**src/hdl/urt_pkg.sv**
```systemverilog
`default_nettype none
package urt_pkg;
    // ***************************************************************
    // divisor, prescaler and frame constants
    // ***************************************************************
    localparam logic [7:0] DIV_MIN        = 8'h04;
    localparam logic [3:0] PRESCALE_MAX   = 4'ha;
    localparam logic [8:0] LATCH_MARGIN   = 9'h002;
    localparam logic [8:0] STOP_STRETCH   = 9'h002;
    localparam logic [3:0] RX_LAST_PARITY = 4'h9;
    localparam logic [3:0] RX_LAST_PLAIN  = 4'h8;
    localparam logic [3:0] TX_LAST_PARITY = 4'ha;
    localparam logic [3:0] TX_LAST_PLAIN  = 4'h9;
    // ***************************************************************
    // reset values
    // ***************************************************************
    localparam logic [7:0] RST_DATA       = 8'h00;
    localparam logic [9:0] RST_PRESCALE   = 10'h000;
    localparam logic [8:0] RST_COUNT      = 9'h000;
    localparam logic [3:0] RST_BITS       = 4'h0;
    typedef enum logic [1:0] {RX_IDLE, RX_START, RX_DATA} urt_rx_state_t;
    typedef enum logic [1:0] {TX_IDLE, TX_SHIFT, TX_STRETCH} urt_tx_state_t;
endpackage : urt_pkg
`default_nettype wire

```
**src/hdl/urt_base_clk.sv**
```systemverilog
`default_nettype none
module urt_base_clk
(
    input  wire logic       sys_clk_i,
    input  wire logic       rst_i,
    input  wire logic       run_i,
    input  wire logic       power_i,
    input  wire logic [3:0] select_i,
    output logic            tick_o
);
    logic [3:0] m_eff;
    logic [9:0] mask;
    logic [9:0] cnt;

    // RULE15 - clamp prescaler select
    assign m_eff = (select_i > urt_pkg::PRESCALE_MAX) ? urt_pkg::PRESCALE_MAX : select_i;
    assign mask  = 10'((11'h001 << m_eff) - 11'h001);
    // RULE15 - base tick every 2^m clocks
    assign tick_o = run_i && power_i && ((cnt & mask) == mask);

    always_ff @(posedge sys_clk_i or posedge rst_i)
    begin
        if (rst_i)
            cnt <= urt_pkg::RST_PRESCALE;
        else if (run_i && !power_i)
            cnt <= urt_pkg::RST_PRESCALE;
        else if (run_i)
            cnt <= cnt + 10'h001;
    end
endmodule : urt_base_clk
`default_nettype wire

```
**src/hdl/urt_core.sv**
```systemverilog
// Notes on behaviour
// RULE1 - divisor-loaded counter times each received bit
// RULE2 - data latch carries two base clock margin
// RULE3 - eleven-bit frames tolerate the stated rate window
// RULE4 - sender rate error must stay within tolerance
// RULE5 - back-to-back frames stretch stop two clocks
// RULE6 - every start bit restarts receive timing
// RULE7 - clock withdrawn freezes registers and transmit pin
// RULE8 - software reinitializes by clearing power and enables
// RULE9 - errors only in status, no interrupt
// RULE10 - software polls status during or after DMA
// RULE11 - start: power, ports, then both enables
// RULE12 - stop: enables off, then ports, power
// RULE13 - every enabled transmit write starts a frame; here a write while tx_pend is set only replaces tx_hold, unless the pending frame starts that cycle
// RULE14 - rate is base over twice divisor, min 4
// RULE15 - base clock is main over 2^m, m<=10
// RULE16 - stop bit low flags framing error
`default_nettype none
module urt_core
(
    input  wire logic       sys_clk_i,
    input  wire logic       rst_i,
    input  wire logic       clock_supply_i,
    input  wire logic       channel_power_bit_i,
    input  wire logic       transmit_enable_bit_i,
    input  wire logic       receive_enable_bit_i,
    input  wire logic       parity_enable_i,
    input  wire logic       parity_odd_i,
    input  wire logic [3:0] prescaler_select_register_i,
    input  wire logic [7:0] baud_divisor_register_i,
    input  wire logic       transmit_write_i,
    input  wire logic [7:0] transmit_data_register_i,
    input  wire logic       receive_read_i,
    input  wire logic       error_clear_i,
    input  wire logic       serial_receive_pin_i,
    output logic            serial_transmit_pin_o,
    output logic            transmit_busy_o,
    output logic [7:0]      receive_data_o,
    output logic            receive_valid_o,
    output logic            receive_full_o,
    output logic            parity_error_o,
    output logic            framing_error_o,
    output logic            overrun_error_o
);
    // ***************************************************************
    // clocking and divisor
    // ***************************************************************
    logic       run;
    logic       tick;
    logic [7:0] k_eff;
    logic [8:0] full_load;
    logic [8:0] first_load;

    // RULE7 - nothing advances without clock supply
    assign run = clock_supply_i;
    // RULE14 - settings below four act as four
    assign k_eff      = (baud_divisor_register_i < urt_pkg::DIV_MIN) ? urt_pkg::DIV_MIN
                                                                     : baud_divisor_register_i;
    // RULE14 - one bit is twice the divisor
    assign full_load  = {k_eff, 1'b0};
    // RULE2 - first latch half bit plus margin
    assign first_load = {1'b0, k_eff} + urt_pkg::LATCH_MARGIN;

    urt_base_clk u_base_clk
    (
        .sys_clk_i (sys_clk_i),
        .rst_i     (rst_i),
        .run_i     (run),
        .power_i   (channel_power_bit_i),
        .select_i  (prescaler_select_register_i),
        .tick_o    (tick)
    );

    // ***************************************************************
    // receive pin synchroniser
    // ***************************************************************
    logic rx_meta;
    logic rx_sync;
    logic rx_prev;

    always_ff @(posedge sys_clk_i or posedge rst_i)
    begin
        if (rst_i)
        begin
            rx_meta <= 1'b1;
            rx_sync <= 1'b1;
            rx_prev <= 1'b1;
        end
        else if (run)
        begin
            rx_meta <= serial_receive_pin_i;
            rx_sync <= rx_meta;
            rx_prev <= rx_sync;
        end
    end

    // ***************************************************************
    // receiver
    // ***************************************************************
    urt_pkg::urt_rx_state_t rx_state;
    logic [8:0] rx_cnt;
    logic [3:0] rx_bitn;
    logic [8:0] rx_shift;
    logic       rx_on;
    logic       rx_fall;
    logic       rx_sample;
    logic       rx_finish;
    logic [3:0] rx_last;

    assign rx_on     = run && channel_power_bit_i && receive_enable_bit_i;
    assign rx_fall   = rx_prev && !rx_sync;
    assign rx_sample = rx_on && tick && (rx_cnt == 9'h001);
    assign rx_last   = parity_enable_i ? urt_pkg::RX_LAST_PARITY : urt_pkg::RX_LAST_PLAIN;
    // RULE16 - stop bit is the last latch
    assign rx_finish = rx_sample && (rx_state == urt_pkg::RX_DATA) && (rx_bitn == rx_last);

    always_ff @(posedge sys_clk_i or posedge rst_i)
    begin
        if (rst_i)
        begin
            rx_state <= urt_pkg::RX_IDLE;
            rx_cnt   <= urt_pkg::RST_COUNT;
            rx_bitn  <= urt_pkg::RST_BITS;
            rx_shift <= 9'h1ff;
        end
        else if (!run)
            rx_state <= rx_state;
        else if (!rx_on)
            rx_state <= urt_pkg::RX_IDLE;
        else
        begin
            unique case (rx_state)
                urt_pkg::RX_IDLE:
                begin
                    // RULE6 - start edge reloads timing
                    if (rx_fall)
                    begin
                        rx_state <= urt_pkg::RX_START;
                        // RULE1 - counter loaded from divisor
                        rx_cnt   <= first_load;
                        rx_bitn  <= urt_pkg::RST_BITS;
                    end
                end
                urt_pkg::RX_START:
                begin
                    if (rx_sample)
                    begin
                        rx_state <= rx_sync ? urt_pkg::RX_IDLE : urt_pkg::RX_DATA;
                        rx_cnt   <= full_load;
                    end
                    else if (tick)
                        rx_cnt <= rx_cnt - 9'h001;
                end
                urt_pkg::RX_DATA:
                begin
                    // RULE3 - latch each bit once per bit time
                    if (rx_sample)
                    begin
                        rx_cnt  <= full_load;
                        rx_bitn <= rx_bitn + 4'h1;
                        if (rx_finish)
                            rx_state <= urt_pkg::RX_IDLE;
                        else
                            rx_shift <= {rx_sync, rx_shift[8:1]};
                    end
                    else if (tick)
                        rx_cnt <= rx_cnt - 9'h001;
                end
            endcase
        end
    end

    // ***************************************************************
    // receive data and error status
    // ***************************************************************
    logic [7:0] rx_word;
    logic       rx_par_bad;

    assign rx_word    = parity_enable_i ? rx_shift[7:0] : rx_shift[8:1];
    assign rx_par_bad = parity_enable_i && ((^rx_shift) != parity_odd_i);

    // RULE9 - errors kept only as status bits
    always_ff @(posedge sys_clk_i or posedge rst_i)
    begin
        if (rst_i)
        begin
            receive_data_o  <= urt_pkg::RST_DATA;
            receive_valid_o <= 1'b0;
            receive_full_o  <= 1'b0;
            parity_error_o  <= 1'b0;
            framing_error_o <= 1'b0;
            overrun_error_o <= 1'b0;
        end
        else if (!run)
            receive_valid_o <= receive_valid_o;
        else if (!channel_power_bit_i)
        begin
            receive_valid_o <= 1'b0;
            receive_full_o  <= 1'b0;
            parity_error_o  <= 1'b0;
            framing_error_o <= 1'b0;
            overrun_error_o <= 1'b0;
        end
        else
        begin
            receive_valid_o <= rx_finish;
            if (rx_finish)
                receive_data_o <= rx_word;
            receive_full_o  <= rx_finish || (receive_full_o && !receive_read_i);
            parity_error_o  <= (rx_finish && rx_par_bad) || (parity_error_o && !error_clear_i);
            // RULE16 - low stop bit sets framing error
            framing_error_o <= (rx_finish && !rx_sync) || (framing_error_o && !error_clear_i);
            overrun_error_o <= (rx_finish && receive_full_o && !receive_read_i)
                               || (overrun_error_o && !error_clear_i);
        end
    end

    // ***************************************************************
    // transmitter
    // ***************************************************************
    urt_pkg::urt_tx_state_t tx_state;
    logic [10:0] tx_sr;
    logic [8:0]  tx_cnt;
    logic [3:0]  tx_bitn;
    logic [7:0]  tx_hold;
    logic        tx_pend;
    logic        tx_on;
    logic        tx_wr;
    logic        tx_bit_end;
    logic [3:0]  tx_last;

    assign tx_on      = channel_power_bit_i && transmit_enable_bit_i;
    // RULE13 - any enabled write, even same value
    assign tx_wr      = run && tx_on && transmit_write_i;
    assign tx_bit_end = tick && (tx_cnt == 9'h001);
    assign tx_last    = parity_enable_i ? urt_pkg::TX_LAST_PARITY : urt_pkg::TX_LAST_PLAIN;

    always_ff @(posedge sys_clk_i or posedge rst_i)
    begin
        if (rst_i)
        begin
            tx_state              <= urt_pkg::TX_IDLE;
            tx_sr                 <= 11'h7ff;
            tx_cnt                <= urt_pkg::RST_COUNT;
            tx_bitn               <= urt_pkg::RST_BITS;
            tx_hold               <= urt_pkg::RST_DATA;
            tx_pend               <= 1'b0;
            serial_transmit_pin_o <= 1'b1;
            transmit_busy_o       <= 1'b0;
        end
        // RULE7 - transmit pin holds its last level
        else if (!run)
            serial_transmit_pin_o <= serial_transmit_pin_o;
        else if (!tx_on)
        begin
            tx_state              <= urt_pkg::TX_IDLE;
            tx_pend               <= 1'b0;
            serial_transmit_pin_o <= 1'b1;
            transmit_busy_o       <= 1'b0;
        end
        else
        begin
            transmit_busy_o <= (tx_state != urt_pkg::TX_IDLE) || tx_pend || tx_wr;
            if (tx_wr)
                tx_hold <= transmit_data_register_i;
            unique case (tx_state)
                urt_pkg::TX_IDLE:
                begin
                    serial_transmit_pin_o <= 1'b1;
                    if (tx_pend)
                    begin
                        tx_state              <= urt_pkg::TX_SHIFT;
                        tx_sr                 <= {2'b11, tx_hold, 1'b0};
                        tx_sr[9]              <= parity_enable_i ? (^tx_hold ^ parity_odd_i) : 1'b1;
                        tx_cnt                <= full_load;
                        tx_bitn               <= urt_pkg::RST_BITS;
                        serial_transmit_pin_o <= 1'b0;
                    end
                    tx_pend <= tx_wr;
                end
                urt_pkg::TX_SHIFT:
                begin
                    tx_pend <= tx_pend || tx_wr;
                    if (tx_bit_end)
                    begin
                        tx_cnt  <= full_load;
                        tx_bitn <= tx_bitn + 4'h1;
                        tx_sr   <= {1'b1, tx_sr[10:1]};
                        serial_transmit_pin_o <= tx_sr[1];
                        if (tx_bitn == tx_last)
                        begin
                            serial_transmit_pin_o <= 1'b1;
                            // RULE5 - queued frame stretches stop bit
                            if (tx_pend || tx_wr)
                            begin
                                tx_state <= urt_pkg::TX_STRETCH;
                                tx_cnt   <= urt_pkg::STOP_STRETCH;
                            end
                            else
                                tx_state <= urt_pkg::TX_IDLE;
                        end
                    end
                    else if (tick)
                        tx_cnt <= tx_cnt - 9'h001;
                end
                urt_pkg::TX_STRETCH:
                begin
                    // RULE5 - next start right after stretch
                    if (tx_bit_end)
                    begin
                        tx_state              <= urt_pkg::TX_SHIFT;
                        tx_sr                 <= {2'b11, tx_hold, 1'b0};
                        tx_sr[9]              <= parity_enable_i ? (^tx_hold ^ parity_odd_i) : 1'b1;
                        tx_cnt                <= full_load;
                        tx_bitn               <= urt_pkg::RST_BITS;
                        serial_transmit_pin_o <= 1'b0;
                        tx_pend               <= tx_wr;
                    end
                    else
                    begin
                        tx_pend <= tx_pend || tx_wr;
                        if (tick)
                            tx_cnt <= tx_cnt - 9'h001;
                    end
                end
            endcase
        end
    end
endmodule : urt_core
`default_nettype wire

```
**config.mk**
```make
export PLATFORM = sky130hd
export DESIGN_NAME = urt_core
export DESIGN_NICKNAME = d
export VERILOG_FILES = /design/src/hdl/urt_pkg.sv /design/src/hdl/urt_base_clk.sv /design/src/hdl/urt_core.sv
export SDC_FILE = /design/constraint.sdc
export NUM_CORES = 1
export LEC_CHECK = 0
export ABC_AREA = 1
export BUFFER_PORTS_ARGS = -buffer_cell sky130_fd_sc_hd__buf_2
export CORE_UTILIZATION = 62
export DETAILED_ROUTE_END_ITERATION = 8
export PLACE_DENSITY_LB_ADDON = 0.12
export SETUP_SLACK_MARGIN = 0.3
export SYNTH_ARGS = -nofsm -noshare
export SYNTH_HDL_FRONTEND = slang
export SYNTH_SLANG_ARGS = --single-unit
export TNS_END_PERCENT = 50
```
**constraint.sdc**
```tcl
create_clock -name sys_clk_i -period 6.6 [get_ports sys_clk_i]
set_input_delay 0.99 -clock sys_clk_i [delete_from_list [all_inputs] [get_ports sys_clk_i]]
set_output_delay 0.99 -clock sys_clk_i [all_outputs]
set_load 0.01 [all_outputs]
```
-- Word level (Yosys, flattened, before mapping)
Cells that the tools add are included.
Widths: inputs -> output; s select.
- register bits: 87
- bits of input ports: 32
- output and inout bits: 15
- word-level logic and storage cells: 169
- $add $sub $neg: 7
- magnitude comparators: 2
- equality and inequality tests: 24
- shift-type cells: 1
- muxes and demuxes: 59
- bitwise logic cells: 3
- reduce and logical (&&, ||, !) cells: 51
- operators with widths (cell ; count):
    $mux 9 ; 9
    $mux 11 ; 3
    $pmux 11 s3 ; 1
    $pmux 9 s3 ; 1
    $mux 2 ; 13
    $reduce_and 5->1 ; 5
    $mux 4 ; 6
    $ne 3x3->1 const B ; 8
    $logic_and 1x1->1 ; 22
    $mux 10 ; 2
    $eq 9x1->1 const B ; 2
    $pmux 9 s2 ; 1
    $sub 9x1->9 const B ; 2
    $mux 8 ; 2
    $mux 1 ; 15
    $pmux 2 s3 ; 2
    $pmux 4 s3 ; 1
    $reduce_and 3->1 ; 4
    $add 10x1->10 const B ; 1
    $and 10x10->10 ; 1
    $eq 10x10->1 ; 1
    $ne 2x2->1 const B ; 5
    $shl 1x4->10 const A ; 1
    $sub 10x1->10 const B ; 1
    21 further kinds ; 38

-- Longest topological paths before layout
Gate-level depths: netlist of the first run.
- depth after elaboration: 15
- mapped depth: 19
- gate-level depth less buffers: 17

-- Modules after synthesis
A second synthesis of the first run with hierarchy kept.
- cells, all modules: 746
- area, all modules: 5362.6 µm²
- by module, submodules not included (module ; instances ; cells an instance ; area each (µm²) ; seq. area each (µm²)):
    urt_core ; 1 ; 623 ; 4605.7 ; 1904.3
    urt_base_clk ; 1 ; 123 ; 757.0 ; 250.2

-- Worst setup path before layout of the first run
OpenSTA, ideal clock, no wires.
- kind: input -> register
- start: input port prescaler_select_register_i[1]
- end: register tx_bitn[0]
- setup time: 0.074 ns
- arrival: 2.826 ns
- required time: 6.526 ns
- setup slack: 3.700 ns
- stages on the path: 18
- path buffers: 3
- cell sequence: buf_2 -> nor2_2 -> nand2_1 -> ha_1 -> nor2_1 -> nor2_1 -> nand2_1 -> nor2_2 -> nand3_2 -> nor2_4 -> buf_8 -> nand2_8 -> o21ai_4 -> nand2_8 -> clkinv_8 -> buf_8 -> nand3_2 -> o21ai_2
- cells in the longest elaborated chain, start to end: 10
- elaborated cells on any way between the ends: 11
- those cells by class: add/sub (1); order compare (1); eq/ne (3); shift (1); mux (1); bitwise (1); reduce/logical (3)
- ends and longest elaborated chain (item ; line ; text):
    from (decl) ; urt_core.sv:29 ; input wire logic [3:0] prescaler_select_register_i,
    $gt 4x4->1 ; urt_base_clk.sv:16 ; assign m_eff = (select_i > urt_pkg::PRESCALE_MAX) ? urt_pkg::PRESCALE_MAX : select_i;
    $mux 4 (*) ; urt_base_clk.sv:16 ;
    $shl 1x4->10 (*) ; urt_base_clk.sv:17 ; assign mask = 10'((11'h001 << m_eff) - 11'h001);
    $sub 10x1->10 (*) ; urt_base_clk.sv:17 ;
    $and 10x10->10 ; urt_base_clk.sv:19 ; assign tick_o = run_i && power_i && ((cnt & mask) == mask);
    $eq 10x10->1 (*) ; urt_base_clk.sv:19 ;
    $logic_and 1x1->1 (*) ; urt_base_clk.sv:19 ;
    $logic_and 1x1->1 (*) ; urt_core.sv:235 ; assign tx_bit_end = tick && (tx_cnt == 9'h001);
    $ne 2x2->1 (no line) ; n/a ;
    $reduce_and 5->1 (no line) (*) ; n/a ;
    to (signal assigned) ; urt_core.sv:245 ; tx_bitn <= urt_pkg::RST_BITS;
    to (signal assigned) ; urt_core.sv:276 ; tx_bitn <= urt_pkg::RST_BITS;
    to (signal assigned) ; urt_core.sv:287 ; tx_bitn <= tx_bitn + 4'h1;
    to (decl) ; urt_core.sv:224 ; logic [3:0] tx_bitn;
Mark *: on every way between the ends. The rest lies on a longest branch, timed or not.
A chain may end at the register's enable or synchronous reset.

-- Worst setup path in the final report of the first run
- start: input port prescaler_select_register_i[3]
- end: register rx_state[1]
- cells in the longest elaborated chain, start to end: 13
- elaborated cells on any way between the ends: 15
- those cells by class: add/sub (1); order compare (1); eq/ne (4); shift (1); mux (1); bitwise (1); reduce/logical (6)
- ends and longest elaborated chain (item ; line ; text):
    $gt 4x4->1 ; urt_base_clk.sv:16 ;
    $mux 4 (*) ; urt_base_clk.sv:16 ;
    $shl 1x4->10 (*) ; urt_base_clk.sv:17 ;
    $sub 10x1->10 (*) ; urt_base_clk.sv:17 ;
    $and 10x10->10 ; urt_base_clk.sv:19 ;
    $eq 10x10->1 (*) ; urt_base_clk.sv:19 ;
    $logic_and 1x1->1 (*) ; urt_base_clk.sv:19 ;
    $logic_and 1x1->1 (*) (2 in a row) ; urt_core.sv:112 ; assign rx_sample = rx_on && tick && (rx_cnt == 9'h001);
    $logic_and 1x1->1 (2 in a row) ; urt_core.sv:115 ; assign rx_finish = rx_sample && (rx_state == urt_pkg::RX_DATA) && (rx_bitn == rx_last);
    $ne 3x3->1 (no line) ; n/a ;
    $reduce_and 5->1 (no line) (*) ; n/a ;
    to (signal assigned) ; urt_core.sv:121 ; rx_state <= urt_pkg::RX_IDLE;
    to (signal assigned) ; urt_core.sv:127 ; rx_state <= rx_state;
    to (signal assigned) ; urt_core.sv:129 ; rx_state <= urt_pkg::RX_IDLE;
    to (decl) ; urt_core.sv:100 ; urt_pkg::urt_rx_state_t rx_state;
Marks and branches as above.

==> results of run 1 <==
## critical path: stages
cell     delay, ns
buf_2         0.15
nor2_4        0.16
nand2_1       0.10
ha_1          0.28
nor2_1        0.03
nor2_1        0.09
nand2_1       0.07
nor2_2        0.09
nand3_2       0.10
nor2_4        0.47
nand3_4       0.33
o21a_1        0.27
nor2_1        0.15
nand4_1       0.12
nand2_1       0.10
## sequential cells by signal (all words and copies together) (netlist names), 2 cells and up
| name | cells |
|---|---|
| rx_shift | 9 |
| rx_cnt | 9 |
| tx_cnt | 9 |
| tx_sr | 9 |
| u_base_clk.cnt | 10 |
| tx_hold | 8 |
| rx_state | 2 |
| receive_data_o | 8 |
| rx_bitn | 4 |
| tx_bitn | 4 |
| tx_state | 2 |
## cell usage after synthesis (all sizes together)
library cell / number / share of area [%]
clkinv: 3 / 0.47
a31oi: 3 / 0.36
a21o: 1 / 0.14
nor4: 3 / 0.36
a2bb2oi: 1 / 0.17
dfstp: 22 / 11
nand3b: 3 / 0.43
o21ai: 77 / 7.7
xnor2: 15 / 2.5
o22ai: 2 / 0.24
nand2: 157 / 12
nand4: 9 / 1.2
a21oi: 38 / 3.7
xor2: 17 / 2.8
and3: 2 / 0.24
a22o: 1 / 0.17
inv: 87 / 6.2
a22oi: 5 / 0.71
clkbuf: 10 / 0.71
nor3: 12 / 1.1
nor2: 68 / 5.5
and2: 1 / 0.12
mux2i: 1 / 0.19
o211ai: 14 / 2.3
ha: 15 / 3.6
nor3b: 2 / 0.38
dfrtp: 63 / 30
o21a: 1 / 0.14
or2: 1 / 0.12
o31ai: 2 / 0.28
nand3: 39 / 4.5
buf: 8 / 1.2
## power breakdown
group | total (µW) | switching [µW] | internal (µW)
Combinational | 385 | 230 | 155
Clock | 411 | 188 | 224
Sequential | 724 | 80.8 | 643
Total | 1520 | 499 | 1020
## cell usage in the layout, fill, tap and decap left out, types with 3 or more instances in the layout
| cell type | synthesis | routed |
|---|---|---|
| dfstp_2 | 22 | 22 |
| ha_1 | 15 | 15 |
| nor2_2 | 4 | 4 |
| buf_2 | 4 | 46 |
| nor3_1 | 12 | 12 |
| nor4_1 | 3 | 3 |
| clkinv_2 | 1 | 3 |
| a21oi_1 | 37 | 37 |
| nand4_1 | 8 | 8 |
| clkbuf_8 | 0 | 10 |
| a31oi_1 | 3 | 3 |
| xnor2_1 | 15 | 15 |
| xor2_1 | 17 | 17 |
| o21ai_1 | 15 | 15 |
| nand3_1 | 34 | 34 |
| nand3b_1 | 3 | 3 |
| nand3_2 | 3 | 3 |
| dfrtp_1 | 63 | 63 |
| o211ai_1 | 13 | 13 |
| o21ai_0 | 59 | 59 |
| inv_1 | 82 | 81 |
| nor2_4 | 3 | 3 |
| nand2_1 | 153 | 153 |
| inv_2 | 5 | 5 |
| a22oi_1 | 5 | 5 |
| nor2_1 | 61 | 61 |
## logic make-up after synthesis
logic type / share of synthesized area (%)
flip-flops: 40.82
buffers and inverters: 8.604
adder cells (fa/ha/maj): 3.555
AO/OA/AOI/OAI: 15.79
XOR/XNOR: 5.309
AND/OR/NAND/NOR: 25.74
multiplexers: 0.1896
## layer usage
| metal | track usage (%) | up-vias | wire, µm | share of wire, % |
|---|---|---|---|---|
| li1 | - | 2319 | - | - |
| met1 | 34.59 | 2201 | 5006 | 44 |
| met2 | 47.83 | 119 | 5661 | 50 |
| met3 | 3.803 | 15 | 460 | 4.1 |
| met4 | 9.744 | 0 | 151 | 1.3 |
| met5 | 0 | - | 0 | 0 |
## worst min path at each step
| stage | from | end | slack [ns] |
|---|---|---|---|
| after floorplan | rx_meta | rx_meta | 0.44 |
| after global placement | rx_meta | rx_meta | 0.46 |
| after detailed placement | rx_meta | rx_meta | 0.46 |
| after CTS | rx_meta | rx_meta | 0.47 |
| after global routing | rx_meta | rx_meta | 0.49 |
| final | rx_meta | rx_meta | 0.47 |
## area by class of cell
cell class,count,area (µm²)
tap,105,131.4
multi-input combinational,490,2670
inverter,90,352.8
timing repair buffer,47,237.7
fill,653,2452
sequential,85,2155
clock buffer,12,145.1
clock inverter,4,72.57
## metrics by stage
step	cell area (µm²)	worst slack [ns]	hold slack, ns
2_1_floorplan	5279	3.453	0.4423
3_3_place_gp	5547	3.134	0.4569
3_5_place_dp	5547	3.022	0.4565
4_1_cts	5764	3.428	0.4687
5_1_grt	5764	3.129	0.4851
6_report	5764	3.379	0.4691
==> flow_metrics.py, run 1 <==
metrics = {
    "global_route": {
        "grt_start_max_net_pins": 86,
        "antenna_found_initial": 0,
        "grt_usage_pct": 27.46,
        "grt_overflow": 0,
        "first_global_vias": 4354,
        "grt_pass1_wl_um": 19180,
    },
    "yosys": {
        "yosysSeqAreaShare_pct": 40.82,
        "synth_nets": 730,
        "synth_seq_cells": 85,
        "syn-mean-instance-area_um2": 7.729,
        "syn_area_um2": 5279,
        "synth_cell_types": 50,
        "synth_warnings": 0,
        "synth_cells": 683,
    },
    "worst_setup_path": {
        "required_ns": 6.89,
        "r2r-end": "rx_state[1]",
        "cp_data_arrival_time_ns": 3.51,
        "cp_max_fo": 20,
        "reg2reg_slack_ns": 4.19,
        "r2r-start": "u_base_clk.cnt[5]",
        "critPathLaunchType": "input port",
        "endpoint_kind": "flop",
        "worstSetupStartpoint": "prescaler_select_register_i[3]",
        "reg2reg_depth": 11,
        "critPathKind": "input port to flop",
        "cp-endpoint": "rx_state[1]",
    },
    "timing": {
        "min_period_ns": 3.221,
        "min_period_over_period_pct": 48.81,
        "slew_violations": 0,
        "clock_skew_ns": 0.01768,
        "worst_slew_pin_slew_ns": 1.073,
        "max_freq_mhz": 310.4,
        "finalHoldViolCount": 0,
        "slew_headroom_pct": 28.43,
        "rsz0062_at_grt": "false",
        "setup_viol": 0,
        "finalSetupTns_ns": 0,
    },
    "route": {
        "viasPerCell": 5.587,
        "wl_per_cell_um": 13.54,
        "drt_iter0_markers": 266,
        "num_vias": 4654,
        "antenna_left": 0,
        "drtPass1Iterations": 5,
        "route.detailed.drc": 0,
        "totalWireLength_um": 11280,
    },
    "cts": {
        "cts_inserted_buffers": 9,
        "cts_resized": 0,
        "clockRootBuffer": "clkbuf_8",
        "cts_setup_buffers": 0,
        "clk_latency_ns": 0.36,
        "clkSinkCount": 85,
        "clockBufferDepth": 2,
        "cts_tree": "built",
        "clk_pin_slew_ns": 0.08,
        "cts_htree_levels": 3,
        "hold_buffers": 0,
    },
    "die": {
        "num_io_pins": 47,
        "initial_core_util_pct": 64.25,
        "die_y_um": 94.27,
        "row_count": 33,
        "coreArea_um2": 8217,
        "die_area_um2": 8887,
        "fp.dieW_um": 94.27,
    },
    "final_layout": {
        "syn_to_final_growth_pct": 9.197,
        "fin_cells": 833,
        "post-route-util_pct": 70.15,
        "final_layout_size_suffix_gt1_share_pct": 15.80,
        "fin_nets": 770,
        "diodes": 0,
    },
    "placement": {
        "portBuffers": 46,
        "gp_congestion": 0.8915,
        "hpwl_um": 8284,
        "dp.cells": 817,
    },
    "pwr": {
        "p_total_uw": 1521,
        "p_leak_uw": 0.002681,
        "power_density_nw_per_um2": 263.8,
        "ir_drop_mv": 0.1665,
    },
    "outcome": {
        "status": "finished, final reports clean",
    },
    "hold_path": {
        "min_path_type": "flop to flop",
        "hold_path_depth": 2,
    },
    "job": {
        "drv_cap": 0,
    },
}
Note: power is estimated with default switching activity, not from simulation.
==> inputs of run 2 (changes only) <==
- CORE_UTILIZATION: 62 -> 60
- clock period: 6.6 -> 3.2 ns (I/O delays scaled with it)
==> flow_metrics.py, run 2 (same netlist as run 1, synthesis figures left out) <==
metrics = {
    "cts": {
        "cts_tree": "built",
        "clkSinkCount": 85,
        "clockRootBuffer": "clkbuf_8",
        "hold_buffers": 0,
        "cts_setup_buffers": 0,
        "clk_latency_ns": 0.37,
        "clk_pin_slew_ns": 0.09,
        "cts_htree_levels": 3,
        "clockBufferDepth": 2,
        "cts_resized": 0,
        "cts_inserted_buffers": 9,
    },
    "worst_setup_path": {
        "required_ns": 3.46,
        "cp_data_arrival_time_ns": 2.67,
        "r2r-start": "rx_cnt[3]",
        "reg2reg_slack_ns": 1.02,
        "cp-endpoint": "tx_cnt[4]",
        "critPathLaunchType": "input port",
        "endpoint_kind": "flop",
        "critPathKind": "input port to flop",
        "r2r-end": "rx_shift[5]",
        "worstSetupStartpoint": "prescaler_select_register_i[3]",
        "cp_max_fo": 19,
        "reg2reg_depth": 7,
    },
    "pwr": {
        "switching_share_pct": 32.29,
        "clkPwrFrac_pct": 29.2,
        "p_int_uw": 2194,
        "p_total_uw": 3240,
        "power.share.sequential_pct": 46.2,
        "power_density_nw_per_um2": 554.2,
        "ir_drop_mv": 0.3793,
        "p_leak_uw": 0.002728,
        "switchingPower_uw": 1046,
        "combinationalPowerShare_pct": 24.6,
    },
    "timing": {
        "min_period_over_period_pct": 75.28,
        "slew_headroom_pct": 57.81,
        "rsz0062_at_grt": "false",
        "finalHoldViolCount": 0,
        "setup_viol": 0,
        "max_freq_mhz": 415.1,
        "min_period_ns": 2.409,
        "worst_slew_pin_slew_ns": 0.6329,
        "clock_skew_ns": 0.01449,
        "holdWs_ns": 0.1550,
        "finalSetupTns_ns": 0,
        "slew_violations": 0,
    },
    "outcome": {
        "status": "finished, final reports clean",
    },
    "final_layout": {
        "diodes": 0,
        "fillerInstances": 725,
        "fin_nets": 775,
        "final_layout_size_suffix_gt1_share_pct": 16.51,
        "top_register": "u_base_clk.cnt",
        "post-route-util_pct": 69.74,
        "multi_input_area_um2": 2670,
        "regArea_um2": 2155,
        "layout_commonest_cell": "nand2_1",
        "largest_reg_flops": 10,
        "syn_to_final_growth_pct": 10.74,
        "final_cell_mix": "nand2_1, inv_1, dfrtp_1",
        "fin_cells": 838,
    },
    "die": {
        "fp.dieW_um": 95.80,
        "num_io_pins": 47,
        "die_y_um": 95.80,
        "initial_core_util_pct": 62.98,
        "die_area_um2": 9177,
        "coreArea_um2": 8382,
        "row_count": 33,
    },
    "placement": {
        "hpwl_um": 8541,
        "dp.cells": 822,
        "gp_congestion": 0.8900,
        "portBuffers": 46,
    },
    "route": {
        "wl_per_cell_um": 13.78,
        "totalWireLength_um": 11550,
        "route.detailed.drc": 0,
        "num_vias": 4683,
        "antenna_left": 0,
        "drt_iter0_markers": 249,
        "viasPerCell": 5.588,
        "drtPass1Iterations": 5,
    },
    "job": {
        "drv_cap": 0,
    },
    "global_route": {
        "first_global_vias": 4380,
        "grt_overflow": 0,
        "antenna_found_initial": 0,
        "grt_pass1_wl_um": 19260,
        "grt_start_max_net_pins": 37,
        "grt_usage_pct": 26.98,
    },
    "hold_path": {
        "min_path_type": "input port to async pin",
    },
}
## run 2: worst min-delay path by stage
stage	from	endpoint	slack, ns
floorplan	rx_meta	rx_meta	0.44
global placement	rx_meta	rx_meta	0.45
detailed placement	rx_meta	rx_meta	0.46
CTS	rst_i	receive_full_o	0.18
global route	rst_i	overrun_error_o	0.22
finish	rst_i	overrun_error_o	0.16
## run 2: worst max-delay path: stages
cell     delay [ns]
buf_2          0.15
nor2_4         0.16
nand2_1        0.10
ha_1           0.28
nor2_1         0.03
nor2_1         0.10
nand2_1        0.06
nor2_2         0.09
nand3_2        0.10
nor2_4         0.13
buf_4          0.28
nand2_8        0.10
o21ai_4        0.14
inv_1          0.10
nand2_1        0.13
nor2_1         0.07
nor2_1         0.11
nor2_1         0.05
## run 2: metrics by stage
stage | worst slack, ns | instance area (µm²)
after floorplan | 0.5629 | 5279
after global placement | 0.5497 | 5597
after CTS | 0.8296 | 5846
after global routing | 0.6022 | 5846
final | 0.7910 | 5846
after detailed placement | 0.4548 | 5597
## run 2: power by group through the flow
stage               clock, µW  combinational, µW  sequential [µW]
detailed placement          0                794             1510
finish                    946                798             1500
floorplan                   0                629             1470
global placement            0                763             1500
global route              988                907             1520
CTS                       959                799             1490
## run 2: final cells by class
type | count | share of cell area [%]
clock buffer | 11 | 2.419
clock inverter | 5 | 1.841
inverter | 90 | 6.036
multi-input combinational | 490 | 45.68
sequential | 85 | 36.86
tap | 105 | 2.247
timing repair buffer | 52 | 4.923
## run 2: per-layer routing
metal / part of all wire [%] / global-route usage (%) / up-vias
met2: 49 / 46.37 / 111
met4: 1.8 / 10.82 / 0
met3: 3.8 / 3.397 / 16
met1: 46 / 34.50 / 2236
met5: 0 / 0 / -
li1: - / - / 2320
==> inputs of run 3 (changes only) <==
- clock period: 3.2 -> 2.4 ns (I/O delays scaled with it)
==> flow_metrics.py, run 3 (same netlist as run 1, synthesis figures left out) <==
metrics = {
    "cts": {
        "clkSinkCount": 85,
        "hold_buffers": 0,
        "cts_htree_levels": 3,
        "clk_pin_slew_ns": 0.10,
        "clk_latency_ns": 0.36,
        "cts_inserted_buffers": 9,
        "clockRootBuffer": "clkbuf_8",
        "cts_tree": "built",
        "clockBufferDepth": 2,
    },
    "global_route": {
        "grt_start_max_net_pins": 63,
        "grt_usage_pct": 28.25,
        "antenna_found_initial": 0,
        "grt_pass1_wl_um": 20020,
        "first_global_vias": 4480,
        "grt_overflow": 0,
    },
    "die": {
        "die_y_um": 95.80,
        "die_area_um2": 9177,
        "fp.dieW_um": 95.80,
        "initial_core_util_pct": 62.98,
        "coreArea_um2": 8382,
        "num_io_pins": 47,
        "row_count": 33,
    },
    "pwr": {
        "ir_drop_mv": 0.5231,
        "p_total_uw": 4310,
        "p_leak_uw": 0.002908,
        "power_density_nw_per_um2": 689.9,
    },
    "final_layout": {
        "diodes": 0,
        "final_layout_size_suffix_gt1_share_pct": 22.89,
        "multi_input_area_um2": 2769,
        "top_register": "u_base_clk.cnt",
        "fin_nets": 811,
        "final_cell_mix": "nand2_1, inv_1, dfrtp_1",
        "final_area_um2": 6247,
        "layout_commonest_cell": "nand2_1",
        "regArea_um2": 2155,
        "largest_reg_flops": 10,
        "syn_to_final_growth_pct": 18.35,
        "fillerInstances": 650,
    },
    "route": {
        "totalWireLength_um": 12510,
        "dr_wl_met3_um": 541,
        "drtPass1Iterations": 5,
        "wl_per_cell_um": 14.31,
        "num_vias": 4875,
        "drt_iter0_markers": 259,
        "viasPerCell": 5.578,
        "antenna_left": 0,
        "m1WireLength_um": 5529,
        "route.detailed.drc": 0,
        "wl_met2_um": 6173,
        "topRoutingLayerUsed": "met4",
    },
    "hold_path": {
        "min_path_type": "input port to async pin",
    },
    "timing": {
        "slew_violations": 0,
        "setup_viol": 0,
        "min_period_over_period_pct": 87.17,
        "holdWs_ns": 0.04549,
        "max_freq_mhz": 478.0,
        "fin_ws_ns": 0.3080,
        "finalHoldViolCount": 0,
        "min_period_ns": 2.092,
        "clock_skew_ns": 0.01529,
        "rsz0062_at_grt": "true",
        "finalSetupTns_ns": 0,
        "worst_slew_pin_slew_ns": 0.5701,
        "slew_headroom_pct": 61.91,
    },
    "placement": {
        "placed_cell_area_um2": 5747,
        "portBuffers": 46,
        "post-place-ws_ns": -0.1110,
        "gp_congestion": 0.9114,
        "hpwl_um": 8877,
    },
    "worst_setup_path": {
        "critPathLaunchType": "input port",
        "cp_cell_sequence": "buf_2, nor2_4, nand2_2, ha_4, nor2_1, nor2_1, nand2_1, nor2_2, nand3_2, nor2_4, buf_12, nand2_8, o21ai_4, nand2_8, o21ai_2, nor3b_2",
        "cp_data_arrival_time_ns": 2.36,
        "required_ns": 2.67,
        "endpoint_kind": "flop",
        "cpLargestDelayFamily": "simple AND/OR/NAND/NOR gates",
        "critPathKind": "input port to flop",
        "max_stage_delay_ns": 0.26,
        "slowest_stage": "ha_4",
        "cp_num_buf_inv": 2,
        "cp_max_fo": 7,
    },
    "job": {
        "drv_cap": 0,
    },
    "outcome": {
        "status": "finished, final reports clean",
    },
}
[run 3: cell types whose count changed in the layout (fill, tap and decap cells not counted), moves of 3 or more]
cell	delta
buf_2	-3
buf_4	+29
buf_6	+3
buf_8	+3
inv_1	-3
inv_4	+5
inv_6	+4
nand2_1	-5
nand2_2	+5
o21ai_0	-9
o21ai_1	+8
[run 3: worst paths after layout]
check                      cells past startpoint                            from  slack, ns               to
min reg2reg                                    2                         rx_meta       0.47          rx_meta
max reg2reg                                    8                       tx_cnt[3]       0.35       tx_bitn[3]
min in group sys_clk_i                         3     transmit_data_register_i[0]       0.19       tx_hold[0]
max                                           16  prescaler_select_register_i[0]       0.31       tx_bitn[3]
min                                            2                           rst_i       0.05  receive_valid_o
max in group asynchronous                      3                           rst_i       1.61          rx_prev
[run 3: final cells by class]
cell class	count	area share (%)
tap	105	2.103
timing repair buffer	85	9.433
sequential	85	34.49
clock buffer	9	1.983
inverter	90	5.888
clock inverter	7	1.642
multi-input combinational	492	44.32
timing repair inverter	1	0.1402
[run 3: metal layers]
metal / GRT usage, % / vias up
met5: 0 / -
met4: 10.32 / 0
met3: 3.476 / 23
met2: 48.75 / 123
met1: 36.45 / 2328
li1: - / 2401
[run 3: what timing repair did]
item	in CTS	in global routing
gates cloned	1	2
pin swaps	2	17
setup buffers	3	12
resized for setup	5	45
setup endpoints to repair	4	56
[run 3: power by group]
| group | internal [µW] | switching [µW] | leakage, µW |
|---|---|---|---|
| combinational | 467 | 679 | 0.00174 |
| sequential | 1770 | 223 | 0.00105 |
| clock | 603 | 570 | 0.000117 |
[run 3: per-stage QoR]
stage	cells	util, %
floorplan	683	-
global placement	840	68.56
detailed placement	840	68.56
CTS	860	71.83
global route	874	74.53
finish	874	74.53
